## src/rtl/bmcg_pkg.sv

```systemverilog
// Constants shared by the buck mode controller and gate sequencer
`default_nettype none
package bmcg_pkg;
  localparam int unsigned CLK_PERIOD_PS = 5000;
  localparam int unsigned SAMPLE_DELAY_NS = 200;
  localparam int unsigned SAMPLE_DELAY_CYC = (SAMPLE_DELAY_NS * 1000) / CLK_PERIOD_PS;
  localparam int unsigned FILT_COUNT = 8;
  localparam int unsigned FILT_W = 4;
  localparam int unsigned DLY_W = 6;
  localparam int unsigned CUR_W = 8;
  localparam logic [FILT_W-1:0] FILT_RESET = 4'h0;
  localparam logic [DLY_W-1:0] DLY_RESET = 6'h00;
  localparam logic [CUR_W-1:0] CUR_RESET = 8'h00;
  typedef enum logic [1:0] {
    BMCG_PWM = 2'b00,
    BMCG_HYST = 2'b01,
    BMCG_SWAP = 2'b11
  } bmcg_mode_t;
endpackage : bmcg_pkg
`default_nettype wire

```

## src/rtl/bmcg_current_hold.sv

```systemverilog
// Phase-current sample timer and hold register for the droop offset
`timescale 1ns/100ps
`default_nettype none
module bmcg_current_hold (
  input wire logic ref_clk,
  input wire logic rst_n,
  input wire logic clk_en,
  input wire logic zero_cross,
  input wire logic cycle_end,
  input wire logic [bmcg_pkg::CUR_W-1:0] phase_current_sample,
  output logic [bmcg_pkg::CUR_W-1:0] droop_offset
);
  logic [bmcg_pkg::DLY_W-1:0] dly_reg;
  logic [bmcg_pkg::DLY_W-1:0] dly_next;
  logic arm_reg;
  logic arm_next;
  logic [bmcg_pkg::CUR_W-1:0] held_reg;
  logic [bmcg_pkg::CUR_W-1:0] held_next;
  logic [bmcg_pkg::CUR_W-1:0] droop_reg;
  logic [bmcg_pkg::CUR_W-1:0] droop_next;
  logic take;

  // --------------------------------------------------
  // Sample timing
  // --------------------------------------------------
  assign take = arm_reg && (dly_reg == bmcg_pkg::DLY_W'(bmcg_pkg::SAMPLE_DELAY_CYC - 1));

  always_comb begin
    dly_next = dly_reg;
    arm_next = arm_reg;
    held_next = held_reg;
    droop_next = droop_reg;
    if (zero_cross) begin
      arm_next = 1'b1;
      dly_next = bmcg_pkg::DLY_RESET;
    end else if (take) begin
      arm_next = 1'b0;
      held_next = phase_current_sample;
    end else if (arm_reg) begin
      dly_next = dly_reg + 1'b1;
    end
    // Hold through the cycle; new offset only at the cycle boundary
    if (cycle_end) begin
      droop_next = held_reg;
    end
  end

  always_ff @(posedge ref_clk or negedge rst_n) begin
    if (!rst_n) begin
      dly_reg <= bmcg_pkg::DLY_RESET;
      arm_reg <= 1'b0;
      held_reg <= bmcg_pkg::CUR_RESET;
      droop_reg <= bmcg_pkg::CUR_RESET;
    end else if (clk_en) begin
      dly_reg <= dly_next;
      arm_reg <= arm_next;
      held_reg <= held_next;
      droop_reg <= droop_next;
    end
  end

  assign droop_offset = droop_reg;

  // The long wait is checked one step at a time on the counter itself
  chk_sample_delay_step: assert property (@(posedge ref_clk) disable iff (!rst_n)
    (clk_en && arm_reg && !zero_cross && !take) |=> (dly_reg == $past(dly_reg) + 1'b1))
    else $error("sample delay counter did not advance");

  chk_sample_take_value: assert property (@(posedge ref_clk) disable iff (!rst_n)
    (clk_en && take && !zero_cross) |=> (held_reg == $past(phase_current_sample) && !arm_reg))
    else $error("current not captured when the delay ran out");
endmodule // bmcg_current_hold
`default_nettype wire

```

## src/rtl/bmcg_sync.sv

```systemverilog
// Two-stage synchroniser for asynchronous comparator inputs
`timescale 1ns/100ps
`default_nettype none
module bmcg_sync #(
  parameter int unsigned WIDTH = 1
) (
  input wire logic ref_clk,
  input wire logic rst_n,
  input wire logic clk_en,
  input wire logic [WIDTH-1:0] async_in,
  output logic [WIDTH-1:0] sync_out
);
  logic [WIDTH-1:0] meta_reg;
  logic [WIDTH-1:0] meta_next;
  logic [WIDTH-1:0] sync_reg;
  logic [WIDTH-1:0] sync_next;

  always_comb begin
    meta_next = clk_en ? async_in : meta_reg;
    sync_next = clk_en ? meta_reg : sync_reg;
  end

  always_ff @(posedge ref_clk or negedge rst_n) begin
    if (!rst_n) begin
      meta_reg <= '0;
      sync_reg <= '0;
    end else begin
      meta_reg <= meta_next;
      sync_reg <= sync_next;
    end
  end

  assign sync_out = sync_reg;
endmodule // bmcg_sync
`default_nettype wire

```

## src/rtl/bmcg_top.sv

```systemverilog
// Mode controller and adaptive dead-time gate sequencer for one buck phase
`timescale 1ns/100ps
`default_nettype none
module bmcg_top (
  input wire logic ref_clk,
  input wire logic rst_n,
  input wire logic clk_en,
  input wire logic lower_cond_end,
  input wire logic phase_node_polarity,
  input wire logic pwm_demand,
  input wire logic below_regulation,
  input wire logic below_lower_thr,
  input wire logic above_upper_thr,
  input wire logic lower_vds_positive,
  input wire logic upper_gs_high,
  input wire logic lower_gs_high,
  input wire logic zero_cross,
  input wire logic [bmcg_pkg::CUR_W-1:0] phase_current_sample,
  output logic upper_gate_drive,
  output logic lower_gate_drive,
  output logic burst_on_request,
  output logic continuous_conduction,
  output logic [bmcg_pkg::CUR_W-1:0] droop_offset
);
  localparam int unsigned NSYNC = 9;
  localparam logic [bmcg_pkg::FILT_W-1:0] FILT_LAST = bmcg_pkg::FILT_W'(bmcg_pkg::FILT_COUNT - 1);

  // --------------------------------------------------
  // Input synchronisation
  // --------------------------------------------------
  logic [NSYNC-1:0] raw_in;
  logic [NSYNC-1:0] syn;
  logic s_cond_end;
  logic s_pol;
  logic s_pwm;
  logic s_below_reg;
  logic s_below_lo;
  logic s_above_hi;
  logic s_vds_pos;
  logic s_ugs_high;
  logic s_lgs_high;

  assign raw_in = {lower_cond_end, phase_node_polarity, pwm_demand, below_regulation,
                   below_lower_thr, above_upper_thr, lower_vds_positive, upper_gs_high,
                   lower_gs_high};
  assign {s_cond_end, s_pol, s_pwm, s_below_reg, s_below_lo, s_above_hi, s_vds_pos,
          s_ugs_high, s_lgs_high} = syn;

  bmcg_sync #(.WIDTH(NSYNC)) u_sync (
    .ref_clk(ref_clk),
    .rst_n(rst_n),
    .clk_en(clk_en),
    .async_in(raw_in),
    .sync_out(syn)
  );

  // Zero crossing comes from the phase node edge detector; synchronise it too
  logic s_zero;
  bmcg_sync #(.WIDTH(1)) u_sync_zc (
    .ref_clk(ref_clk),
    .rst_n(rst_n),
    .clk_en(clk_en),
    .async_in(zero_cross),
    .sync_out(s_zero)
  );

  // --------------------------------------------------
  // Mode state and consecutive-sample filter
  // --------------------------------------------------
  bmcg_pkg::bmcg_mode_t mode_reg;
  bmcg_pkg::bmcg_mode_t mode_next;
  logic to_hyst_reg;
  logic to_hyst_next;
  logic [bmcg_pkg::FILT_W-1:0] filt_reg;
  logic [bmcg_pkg::FILT_W-1:0] filt_next;
  logic cc_reg;
  logic cc_next;
  logic sample_valid;
  logic sample_pos;
  logic sample_neg;

  // Mode decode is needed by the mode flag, the burst logic and the gates
  function automatic logic mode_is_hyst(input bmcg_pkg::bmcg_mode_t m);
    mode_is_hyst = (m == bmcg_pkg::BMCG_HYST);
  endfunction

  function automatic logic mode_is_swap(input bmcg_pkg::bmcg_mode_t m);
    mode_is_swap = (m == bmcg_pkg::BMCG_SWAP);
  endfunction

  // A polarity sample exists only while lower conduction is ending
  assign sample_valid = s_cond_end;
  assign sample_pos = sample_valid && s_pol;
  assign sample_neg = sample_valid && !s_pol;

  always_comb begin
    mode_next = mode_reg;
    to_hyst_next = to_hyst_reg;
    filt_next = filt_reg;
    unique case (mode_reg)
      bmcg_pkg::BMCG_PWM: begin
        if (sample_neg) begin
          filt_next = bmcg_pkg::FILT_RESET;
        end else if (sample_pos) begin
          if (filt_reg == FILT_LAST) begin
            mode_next = bmcg_pkg::BMCG_SWAP;
            to_hyst_next = 1'b1;
            filt_next = bmcg_pkg::FILT_RESET;
          end else begin
            filt_next = filt_reg + 1'b1;
          end
        end
      end
      bmcg_pkg::BMCG_HYST: begin
        // A load step must not wait for the filter
        if (s_below_reg) begin
          mode_next = bmcg_pkg::BMCG_SWAP;
          to_hyst_next = 1'b0;
          filt_next = bmcg_pkg::FILT_RESET;
        end else if (sample_pos) begin
          filt_next = bmcg_pkg::FILT_RESET;
        end else if (sample_neg) begin
          if (filt_reg == FILT_LAST) begin
            mode_next = bmcg_pkg::BMCG_SWAP;
            to_hyst_next = 1'b0;
            filt_next = bmcg_pkg::FILT_RESET;
          end else begin
            filt_next = filt_reg + 1'b1;
          end
        end
      end
      bmcg_pkg::BMCG_SWAP: begin
        // One blanking cycle with both switches off, then the new mode
        if (to_hyst_reg) begin
          mode_next = bmcg_pkg::BMCG_HYST;
        end else begin
          mode_next = bmcg_pkg::BMCG_PWM;
        end
        filt_next = bmcg_pkg::FILT_RESET;
      end
      default: begin
        // Unused code: fall back to the safe fixed-frequency mode
        mode_next = bmcg_pkg::BMCG_PWM;
        to_hyst_next = 1'b0;
        filt_next = bmcg_pkg::FILT_RESET;
      end
    endcase
    // Mode flag follows the target at once, so a load step shows next cycle
    cc_next = !(mode_is_hyst(mode_next) || (mode_is_swap(mode_next) && to_hyst_next));
  end

  always_ff @(posedge ref_clk or negedge rst_n) begin
    if (!rst_n) begin
      mode_reg <= bmcg_pkg::BMCG_PWM;
      to_hyst_reg <= 1'b0;
      filt_reg <= bmcg_pkg::FILT_RESET;
      cc_reg <= 1'b1;
    end else if (clk_en) begin
      mode_reg <= mode_next;
      to_hyst_reg <= to_hyst_next;
      filt_reg <= filt_next;
      cc_reg <= cc_next;
    end
  end

  chk_filter_to_hyst: assert property (@(posedge ref_clk) disable iff (!rst_n)
    (mode_reg == bmcg_pkg::BMCG_PWM && mode_next == bmcg_pkg::BMCG_SWAP)
      |-> (filt_reg == FILT_LAST && sample_pos))
    else $error("left fixed-frequency mode without eight positive samples");

  chk_filter_clear: assert property (@(posedge ref_clk) disable iff (!rst_n)
    (clk_en && sample_neg && mode_reg == bmcg_pkg::BMCG_PWM) |=> (filt_reg == '0))
    else $error("filter count kept after an opposite sample");

  // --------------------------------------------------
  // Burst request and gate sequencing
  // --------------------------------------------------
  logic burst_reg;
  logic burst_next;
  logic upper_gate_reg;
  logic upper_gate_next;
  logic lower_gate_reg;
  logic lower_gate_next;
  logic want_upper;
  logic want_lower;
  logic gates_blank;

  always_comb begin
    burst_next = burst_reg;
    if (!(mode_is_hyst(mode_reg) && mode_is_hyst(mode_next))) begin
      burst_next = 1'b0;
    end else if (s_below_lo) begin
      burst_next = 1'b1;
    end else if (s_above_hi) begin
      burst_next = 1'b0;
    end
    gates_blank = mode_is_swap(mode_reg) || mode_is_swap(mode_next);
    if (mode_is_hyst(mode_reg)) begin
      // Error-amplifier demand is ignored while bursting
      want_upper = burst_reg;
      want_lower = !burst_reg && !s_vds_pos;
    end else begin
      want_upper = s_pwm;
      want_lower = !s_pwm;
    end
    // Adaptive dead time: wait for the other gate to be seen discharged
    upper_gate_next = want_upper && !gates_blank && !lower_gate_reg && !s_lgs_high;
    lower_gate_next = want_lower && !gates_blank && !upper_gate_reg && !s_ugs_high;
  end

  always_ff @(posedge ref_clk or negedge rst_n) begin
    if (!rst_n) begin
      burst_reg <= 1'b0;
      upper_gate_reg <= 1'b0;
      lower_gate_reg <= 1'b0;
    end else if (clk_en) begin
      burst_reg <= burst_next;
      upper_gate_reg <= upper_gate_next;
      lower_gate_reg <= lower_gate_next;
    end
  end

  chk_gates_exclusive: assert property (@(posedge ref_clk) disable iff (!rst_n)
    !(upper_gate_reg && lower_gate_reg))
    else $error("both gate drives on together");

  chk_upper_dead_time: assert property (@(posedge ref_clk) disable iff (!rst_n)
    (clk_en && upper_gate_next && !upper_gate_reg) |-> !s_lgs_high)
    else $error("upper gate raised while lower gate still charged");

  chk_lower_dead_time: assert property (@(posedge ref_clk) disable iff (!rst_n)
    (clk_en && lower_gate_next && !lower_gate_reg) |-> !s_ugs_high)
    else $error("lower gate raised while upper gate still charged");

  chk_swap_gates_off: assert property (@(posedge ref_clk) disable iff (!rst_n)
    (mode_reg == bmcg_pkg::BMCG_SWAP) |-> (!upper_gate_reg && !lower_gate_reg))
    else $error("gate drive on during a mode change");

  chk_burst_only_hyst: assert property (@(posedge ref_clk) disable iff (!rst_n)
    burst_reg |-> (mode_reg == bmcg_pkg::BMCG_HYST))
    else $error("burst request outside hysteretic mode");

  // --------------------------------------------------
  // Phase-current sample and droop hold
  // --------------------------------------------------
  bmcg_current_hold u_hold (
    .ref_clk(ref_clk),
    .rst_n(rst_n),
    .clk_en(clk_en),
    .zero_cross(s_zero),
    .cycle_end(s_cond_end),
    .phase_current_sample(phase_current_sample),
    .droop_offset(droop_offset)
  );

  // --------------------------------------------------
  // Outputs
  // --------------------------------------------------
  assign upper_gate_drive = upper_gate_reg;
  assign lower_gate_drive = lower_gate_reg;
  assign burst_on_request = burst_reg;
  assign continuous_conduction = cc_reg;
endmodule // bmcg_top
`default_nettype wire
```

## config.mk

```make
export PLATFORM = sky130hd
export DESIGN_NAME = bmcg_top
export DESIGN_NICKNAME = d
export VERILOG_FILES = /design/src/rtl/bmcg_pkg.sv /design/src/rtl/bmcg_current_hold.sv /design/src/rtl/bmcg_sync.sv /design/src/rtl/bmcg_top.sv
export SDC_FILE = /design/constraint.sdc
export NUM_CORES = 1
export LEC_CHECK = 0
export BUFFER_PORTS_ARGS = -buffer_cell sky130_fd_sc_hd__buf_2
export CAP_MARGIN = 20
export CORE_UTILIZATION = 40
export CTS_BUF_LIST = sky130_fd_sc_hd__clkbuf_4
export CTS_CLUSTER_SIZE = 24
export DETAILED_ROUTE_END_ITERATION = 8
export SYNTH_ARGS = -nofsm -noshare
export SYNTH_HDL_FRONTEND = slang
export SYNTH_SLANG_ARGS = --single-unit
```

## constraint.sdc

```tcl
create_clock -name ref_clk -period 2.5 [get_ports ref_clk]
set_clock_uncertainty 0.2 [all_clocks]
set_input_delay 0.375 -clock ref_clk [delete_from_list [all_inputs] [get_ports ref_clk]]
set_output_delay 0.375 -clock ref_clk [all_outputs]
set_load 0.01 [all_outputs]
```

After elaboration in Yosys (flattened, before gate mapping)
Index checks and enable logic that the tools add are counted.
{ "op_classes": {"addsub": 2, "eq_ne": 10, "mux": 33, "bitwise": 1, "reduce_logical": 33} }
{ "op_table": {"columns": ["cell", "n"], "rows": [
  ["two-way mux 4 bit", 6],
  ["two-way mux 6 bit", 3],
  ["two-way mux 1 bit", 15],
  ["logical AND 1 bit", 12],
  ["two-way mux 2 bit", 6],
  ["zero test 1 bit", 10],
  ["AND reduction 3 bit", 3],
  ["case mux 4 bit (2 select lines)", 1],
  ["adder 6 x 1 -> 6 bit (second input constant)", 1],
  ["equality test 6 bit (second input constant)", 1],
  ["case mux 2 bit (3 select lines)", 1],
  ["AND reduction 2 bit", 3],
  ["adder 4 x 1 -> 4 bit (second input constant)", 1],
  ["equality test 2 x 1 -> 1 bit (second input constant)", 2],
  ["equality test 2 bit (second input constant)", 2],
  ["equality test 4 x 3 -> 1 bit (second input constant)", 1],
  ["inequality test 4 x 3 -> 1 bit (second input constant)", 1],
  ["nonzero test 2 bit", 2],
  ["inequality test 3 x 1 -> 1 bit (second input constant)", 1],
  ["inequality test 3 bit (second input constant)", 1],
  ["case mux 1 bit (3 select lines)", 1],
  ["zero test 2 bit", 1],
  ["logical OR 1 bit", 2],
  ["inequality test 2 bit (second input constant)", 1],
  ["inverter 1 bit", 1]
]} }
{ "word_totals": {"reg_bits": 54, "inputBits": 21, "elab_cells": 94} }

Logic depth before layout (Yosys ltp)
{ "logic_depth": {"ltp_word": 12, "ltp_mapped": 6, "mapped_depth_nobuf": 5} }

Cells and area by module
A second synthesis with hierarchy kept.
{ "hier_totals": {"hier_cells": 190, "area_unflattened_um2": 2509.9} }
{ "modules_own_cells": {"columns": ["module", "instances", "cells_each", "area_each_um2", "seq_area_each_um2"], "rows": [
  ["bmcg_current_hold", 1, 76, 1033.5, 575.6],
  ["bmcg_sync at u_sync", 1, 38, 721.9, 450.4],
  ["bmcg_top", 1, 72, 681.9, 276.5],
  ["bmcg_sync at u_sync_zc", 1, 4, 72.6, 50.0]
]} }

Least setup slack after synthesis
Ideal clock, no wire load.
{ "synth_timing": {"kind": "register to register", "start": "register filt_reg[0] (netlist name)", "end": "register cc_reg, in the netlist continuous_conduction", "arrival_time_ns": 1.663, "required_ns": 2.206, "setup_slack_ns": 0.543, "path_stages_with_launch": 7, "path_buffers": 1, "synth_period_minus_slack_ns": 1.957, "cell_sequence": "dfrtp_1 > ha_1 > and4b_1 > buf_6 > a32o_1 > a311o_1 > o311ai_2"} }
{ "synth_via": {"elab_chain_len": 10, "elab_cells_between_ends": 21} }
{ "synth_lines": {"columns": ["item", "line_no", "rtl"], "rows": [
  ["start: declaration", "bmcg_top.sv:74", "logic [bmcg_pkg::FILT_W-1:0] filt_reg;"],
  ["start signal: assignment", "bmcg_top.sv:156", "filt_reg <= bmcg_pkg::FILT_RESET;"],
  ["start signal: assignment", "bmcg_top.sv:161", "filt_reg <= filt_next;"],
  ["equality test 4 x 3 -> 1 bit (*)", "bmcg_top.sv:105, bmcg_top.sv:123", null],
  ["two-way mux 2 bit", "bmcg_top.sv:105, bmcg_top.sv:123", null],
  ["two-way mux 2 bit", "bmcg_top.sv:122", "end else if (sample_neg) begin"],
  ["two-way mux 2 bit", "bmcg_top.sv:120", "end else if (sample_pos) begin"],
  ["two-way mux 2 bit", "bmcg_top.sv:116", "if (s_below_reg) begin"],
  ["case mux 2 bit (3 select lines)", "bmcg_top.sv:100", "unique case (mode_reg)"],
  ["equality test 2 bit", "bmcg_top.sv:88", "mode_is_swap = (m == bmcg_pkg::BMCG_SWAP);"],
  ["logical AND 1 bit", "bmcg_top.sv:149", "cc_next = !(mode_is_hyst(mode_next) || (mode_is_swap(mode_next) && to_hyst_next));"],
  ["logical OR 1 bit (*)", "bmcg_top.sv:149", null],
  ["zero test 1 bit (*)", "bmcg_top.sv:149", null],
  ["end signal: assignment", "bmcg_top.sv:162", "cc_reg <= cc_next;"],
  ["end: declaration", "bmcg_top.sv:76", "logic cc_reg;"]
]} }
Mark *: on every way between the ends. The rest lies on a longest branch, timed or not.
A chain may end at the register's enable or synchronous reset.

Worst setup path after layout
Same ends and word-level chain as after synthesis.

==> parameters.txt <==
Parameter                              Value

Detailed routing
  DR WL/cell    13.5 um
  Drt pass-1 iters    4
  Post-DRT Antenna Nets    0
  Count of routing violations after the opening detailed-route iteration    98
  Vias post-DR    1,561
  Residual DRC    0
  Final Routed Wirelength    4130 um
  Vias per cell    5.12

Global routing
  First-pass GRT wire length    7070 um
  Global routing usage on met3    3.91%
  Total gr overflow    0
  Antenna violations before repair    0
  Overall track demand over capacity in global routing    14.7%
  GRT met2 Usage    22.0%
  Number of global-route vias before repair    1,506
  Maximum number of pins on one net before global-route repair    36
  Most used routing layer in global routing    met2
  Global routing usage on met1    20.4%

Min path
  Worst hold path type    in -> reg
  Number of stages on the worst hold path    2

Clock network
  CTS root buf    sky130_fd_sc_hd__clkbuf_4
  H-tree lvl count    2
  CTS Buf Count    5
  Clk slew on worst S/H paths    0.15 ns
  Max Root-Sink Buffers    2
  TritonCTS clock tree    built
  Skew-Pair Late Insertion Delay    0.37 ns
  Sinks on the clock net    54
  Post-CTS repair timing setup buffer count    0
  Count of cells resized by post-cts repair    0

Final layout
  Commonest non-fill, non-tap cell in the layout    sky130_fd_sc_hd__dfrtp_1
  Layout Area Growth over Synthesis    16.8%
  Most frequent cells in the layout    53 x sky130_fd_sc_hd__dfrtp_1, 33 x sky130_fd_sc_hd__mux2_2, 32 x sky130_fd_sc_hd__buf_2
  Nets    255
  Fraction of the core area covered by cells at the end of the flow    49.3%
  Antenna Diode Count    0
  Fraction of layout cells with a size suffix above 1    33.9%
  Fill cell total of the finished layout    552

Timing
  Number of endpoints with negative hold slack in the final report    0
  Slew of the pin with the lowest slew margin    0.424 ns
  Relative slew slack    71.8%
  Clock period minus worst slack    2.07 ns
  Setup-violating endpoint count in the final report    0
  Worst-case setup margin in the final layout    0.434 ns
  RSZ-0062 raised after global routing    false
  Fmax    484 MHz
  Fin. max-slew vios    0
  Final period util    82.7%
  Total Neg Setup Slack    0 ns

Pwr
  Power per unit of standard cell area    733 nW/um^2
  Share of total power in the clock network    24.5%
  Sequential group share of total power    55.0%
  Peak VDD IR    0.000423 V
  Combinational power share    20.5%
  Internal Dissipation    1440 uW
  Power spent charging and discharging nets    587 uW
  Leakage component of the power    0.00134 uW
  Total chip power    2020 uW
  Switching share of power    29.0%

Logic synthesis
  Share of synthesized cell area in full adder, half adder and majority cells    1.06%
  Top area cells in the synthesized netlist    sky130_fd_sc_hd__dfrtp_1 56%, sky130_fd_sc_hd__mux2_2 16%, sky130_fd_sc_hd__nand2_1 2.1%
  Sequential element share of the synthesized area    57.1%
  Post-synth net total    213
  Synthesized area divided by synthesized cell count    12.5 um^2
  Largest area contributor in the synthesized netlist    sky130_fd_sc_hd__dfrtp_1
  Fraction of post-synthesis cell area in the top cell type by area    56.0%
  Unique cell type count in the Yosys netlist    41
  Number of instances in the synthesized netlist    190
  Share of synthesized registers carrying an async set or reset    100%
  Combined area of all synthesized cells    2370 um^2
  Count of flip-flops with a built-in enable after synthesis    0
  Synthesized-area fraction occupied by ao, oa, aoi and oai cells    12.8%
  Most common flop cell mapped by yosys    sky130_fd_sc_hd__dfrtp_1
  XOR/XNOR share of the synthesized area    0.370%
  Multiplexer fraction of the synthesized cell area    17.0%
  Main combinational cell family by area after synthesis    multiplexers
  Number of register bits inferred by synthesis    54
  Synth Area in Simple Gates    8.67%
  Syn. warnings    0

Run status
  Run status    complete, no violations

Placement
  DPL Wire Length    2870 um
  # port buffers    32
  Gp weighted congestion    0.751
  Worst slack, placed    0.471 ns

Worst setup path
  Arrival time of the worst setup path    2.15 ns
  R2r worst-path depth    5
  Cell-by-cell trace of the critical path    ha_1 -> and4b_1 -> a32o_1 -> a311o_1 -> o311ai_2
  Count of cell instances traversed by the critical path    5
  Family of cells with the greatest summed delay on the critical path    compound AO/OA/AOI/OAI gates
  Classification of the worst setup path    reg -> reg
  Kind of start point of the critical path    flip-flop
  Library cell contributing the largest single delay on the critical path    sky130_fd_sc_hd__dfrtp_1
  Highest net fanout along the worst path    6
  Crit path largest cell delay    0.43 ns
  Critical path endpoint category    flip-flop
  Required time at the endpoint of the critical path    2.58 ns
  Count of buffer and inverter cells on the critical path    0

Die
  Effective utilization at floorplan    42.2%
  Die X-Extent    78.9 um
  Top-Level Pins    33
  Die outline area    6230 um^2
  Placeable core region    5610 um^2
  Height of the die    78.9 um
  Num rows    27

Run
  Maxcap violations    0
-- through the flow --
step                      cell area (um^2)  instances  hold slack [ns]
after CTS                             2700        299          0.00461
final                                 2760        305           0.0239
after floorplan                       2370        190           -0.121
after global placement                2600        289            0.136
after detailed placement              2600        289            0.139
after global routing                  2760        305          0.00290
-- layer usage --
metal	part of all wire [%]	wire length [um]	up-vias
li1	-	-	770
met1	51	2100	741
met2	43	1760	44
met3	5.2	213	6
met4	1.5	61	0
met5	0	0	-
-- timing repair --
| item | CTS | global route |
|---|---|---|
| endpoints found under the setup margin | 0 | 0 |
| endpoints found under the hold margin | 18 | 6 |
| hold buffers | 2 | 6 |
-- Yosys cell counts, types with 2 or more instances --
cell type	number
sky130_fd_sc_hd__a22o_1	3
sky130_fd_sc_hd__nand2b_1	2
sky130_fd_sc_hd__ha_1	2
sky130_fd_sc_hd__nand2_1	13
sky130_fd_sc_hd__buf_1	2
sky130_fd_sc_hd__o21a_1	3
sky130_fd_sc_hd__nor2b_1	2
sky130_fd_sc_hd__clkbuf_1	2
sky130_fd_sc_hd__a31oi_1	2
sky130_fd_sc_hd__a32o_1	2
sky130_fd_sc_hd__nor3_1	2
sky130_fd_sc_hd__nor2_1	8
sky130_fd_sc_hd__a21o_1	6
sky130_fd_sc_hd__o2bb2ai_1	3
sky130_fd_sc_hd__nand3_1	6
sky130_fd_sc_hd__mux2_2	33
sky130_fd_sc_hd__inv_1	6
sky130_fd_sc_hd__and4_1	2
sky130_fd_sc_hd__o21ai_0	9
sky130_fd_sc_hd__buf_2	4
sky130_fd_sc_hd__a21oi_1	5
sky130_fd_sc_hd__dfrtp_1	53
sky130_fd_sc_hd__mux2i_1	2
-- power groups by stage --
stage,clock [uW],combinational [uW],sequential (uW)
finish,496,415,1110
global route,550,472,1140
CTS,519,413,1110
detailed placement,0,409,1130
global placement,0,403,1130
floorplan,0,323,1090
-- area by class of cell --
class	instances	area [um^2]	area share [%]
multi-input cells	121	946	34.2
clock inverters	1	30.0	1.09
flip-flops and latches	54	1350	48.9
clock buffers	7	52.6	1.90
repair buffers	44	270	9.78
inverters	6	22.5	0.815
well taps	72	90.1	3.26
-- cell families after synthesis --
| family | Yosys count |
|---|---|
| compound gates | 42 |
| xor+xnor | 1 |
| fa+ha+maj | 2 |
| buf+inv | 15 |
| flops | 54 |
| mux | 36 |
| simple gates | 40 |
-- worst reg2reg max path: cells and delay by family, from the launching register on --
kind,cells,cell delay [ns]
DFF,1,0.43
AOI/OAI and AO/OA,3,0.80
adders and majority gates,1,0.26
and+or+nand+nor,1,0.28
-- final timing paths --
check / start / endpoint / slack, ns
worst max-delay path: filt_reg[0]$_DFFE_PN0P_ / continuous_conduction$_DFFE_PN1P_ / 0.43
worst min-delay path: upper_gs_high / u_sync.meta_reg[1]$_DFFE_PN0P_ / 0.02
worst max register to register: filt_reg[0]$_DFFE_PN0P_ / continuous_conduction$_DFFE_PN1P_ / 0.43
worst min register to register: u_sync.sync_out[1]$_DFFE_PN0P_ / lower_gate_drive$_DFFE_PN0P_ / 0.28
max in group asynchronous: rst_n / continuous_conduction$_DFFE_PN1P_ / 1.18
min in group asynchronous: rst_n / u_hold.droop_offset[2]$_DFFE_PN0P_ / 0.25
Power figures use the tool's default switching activity.
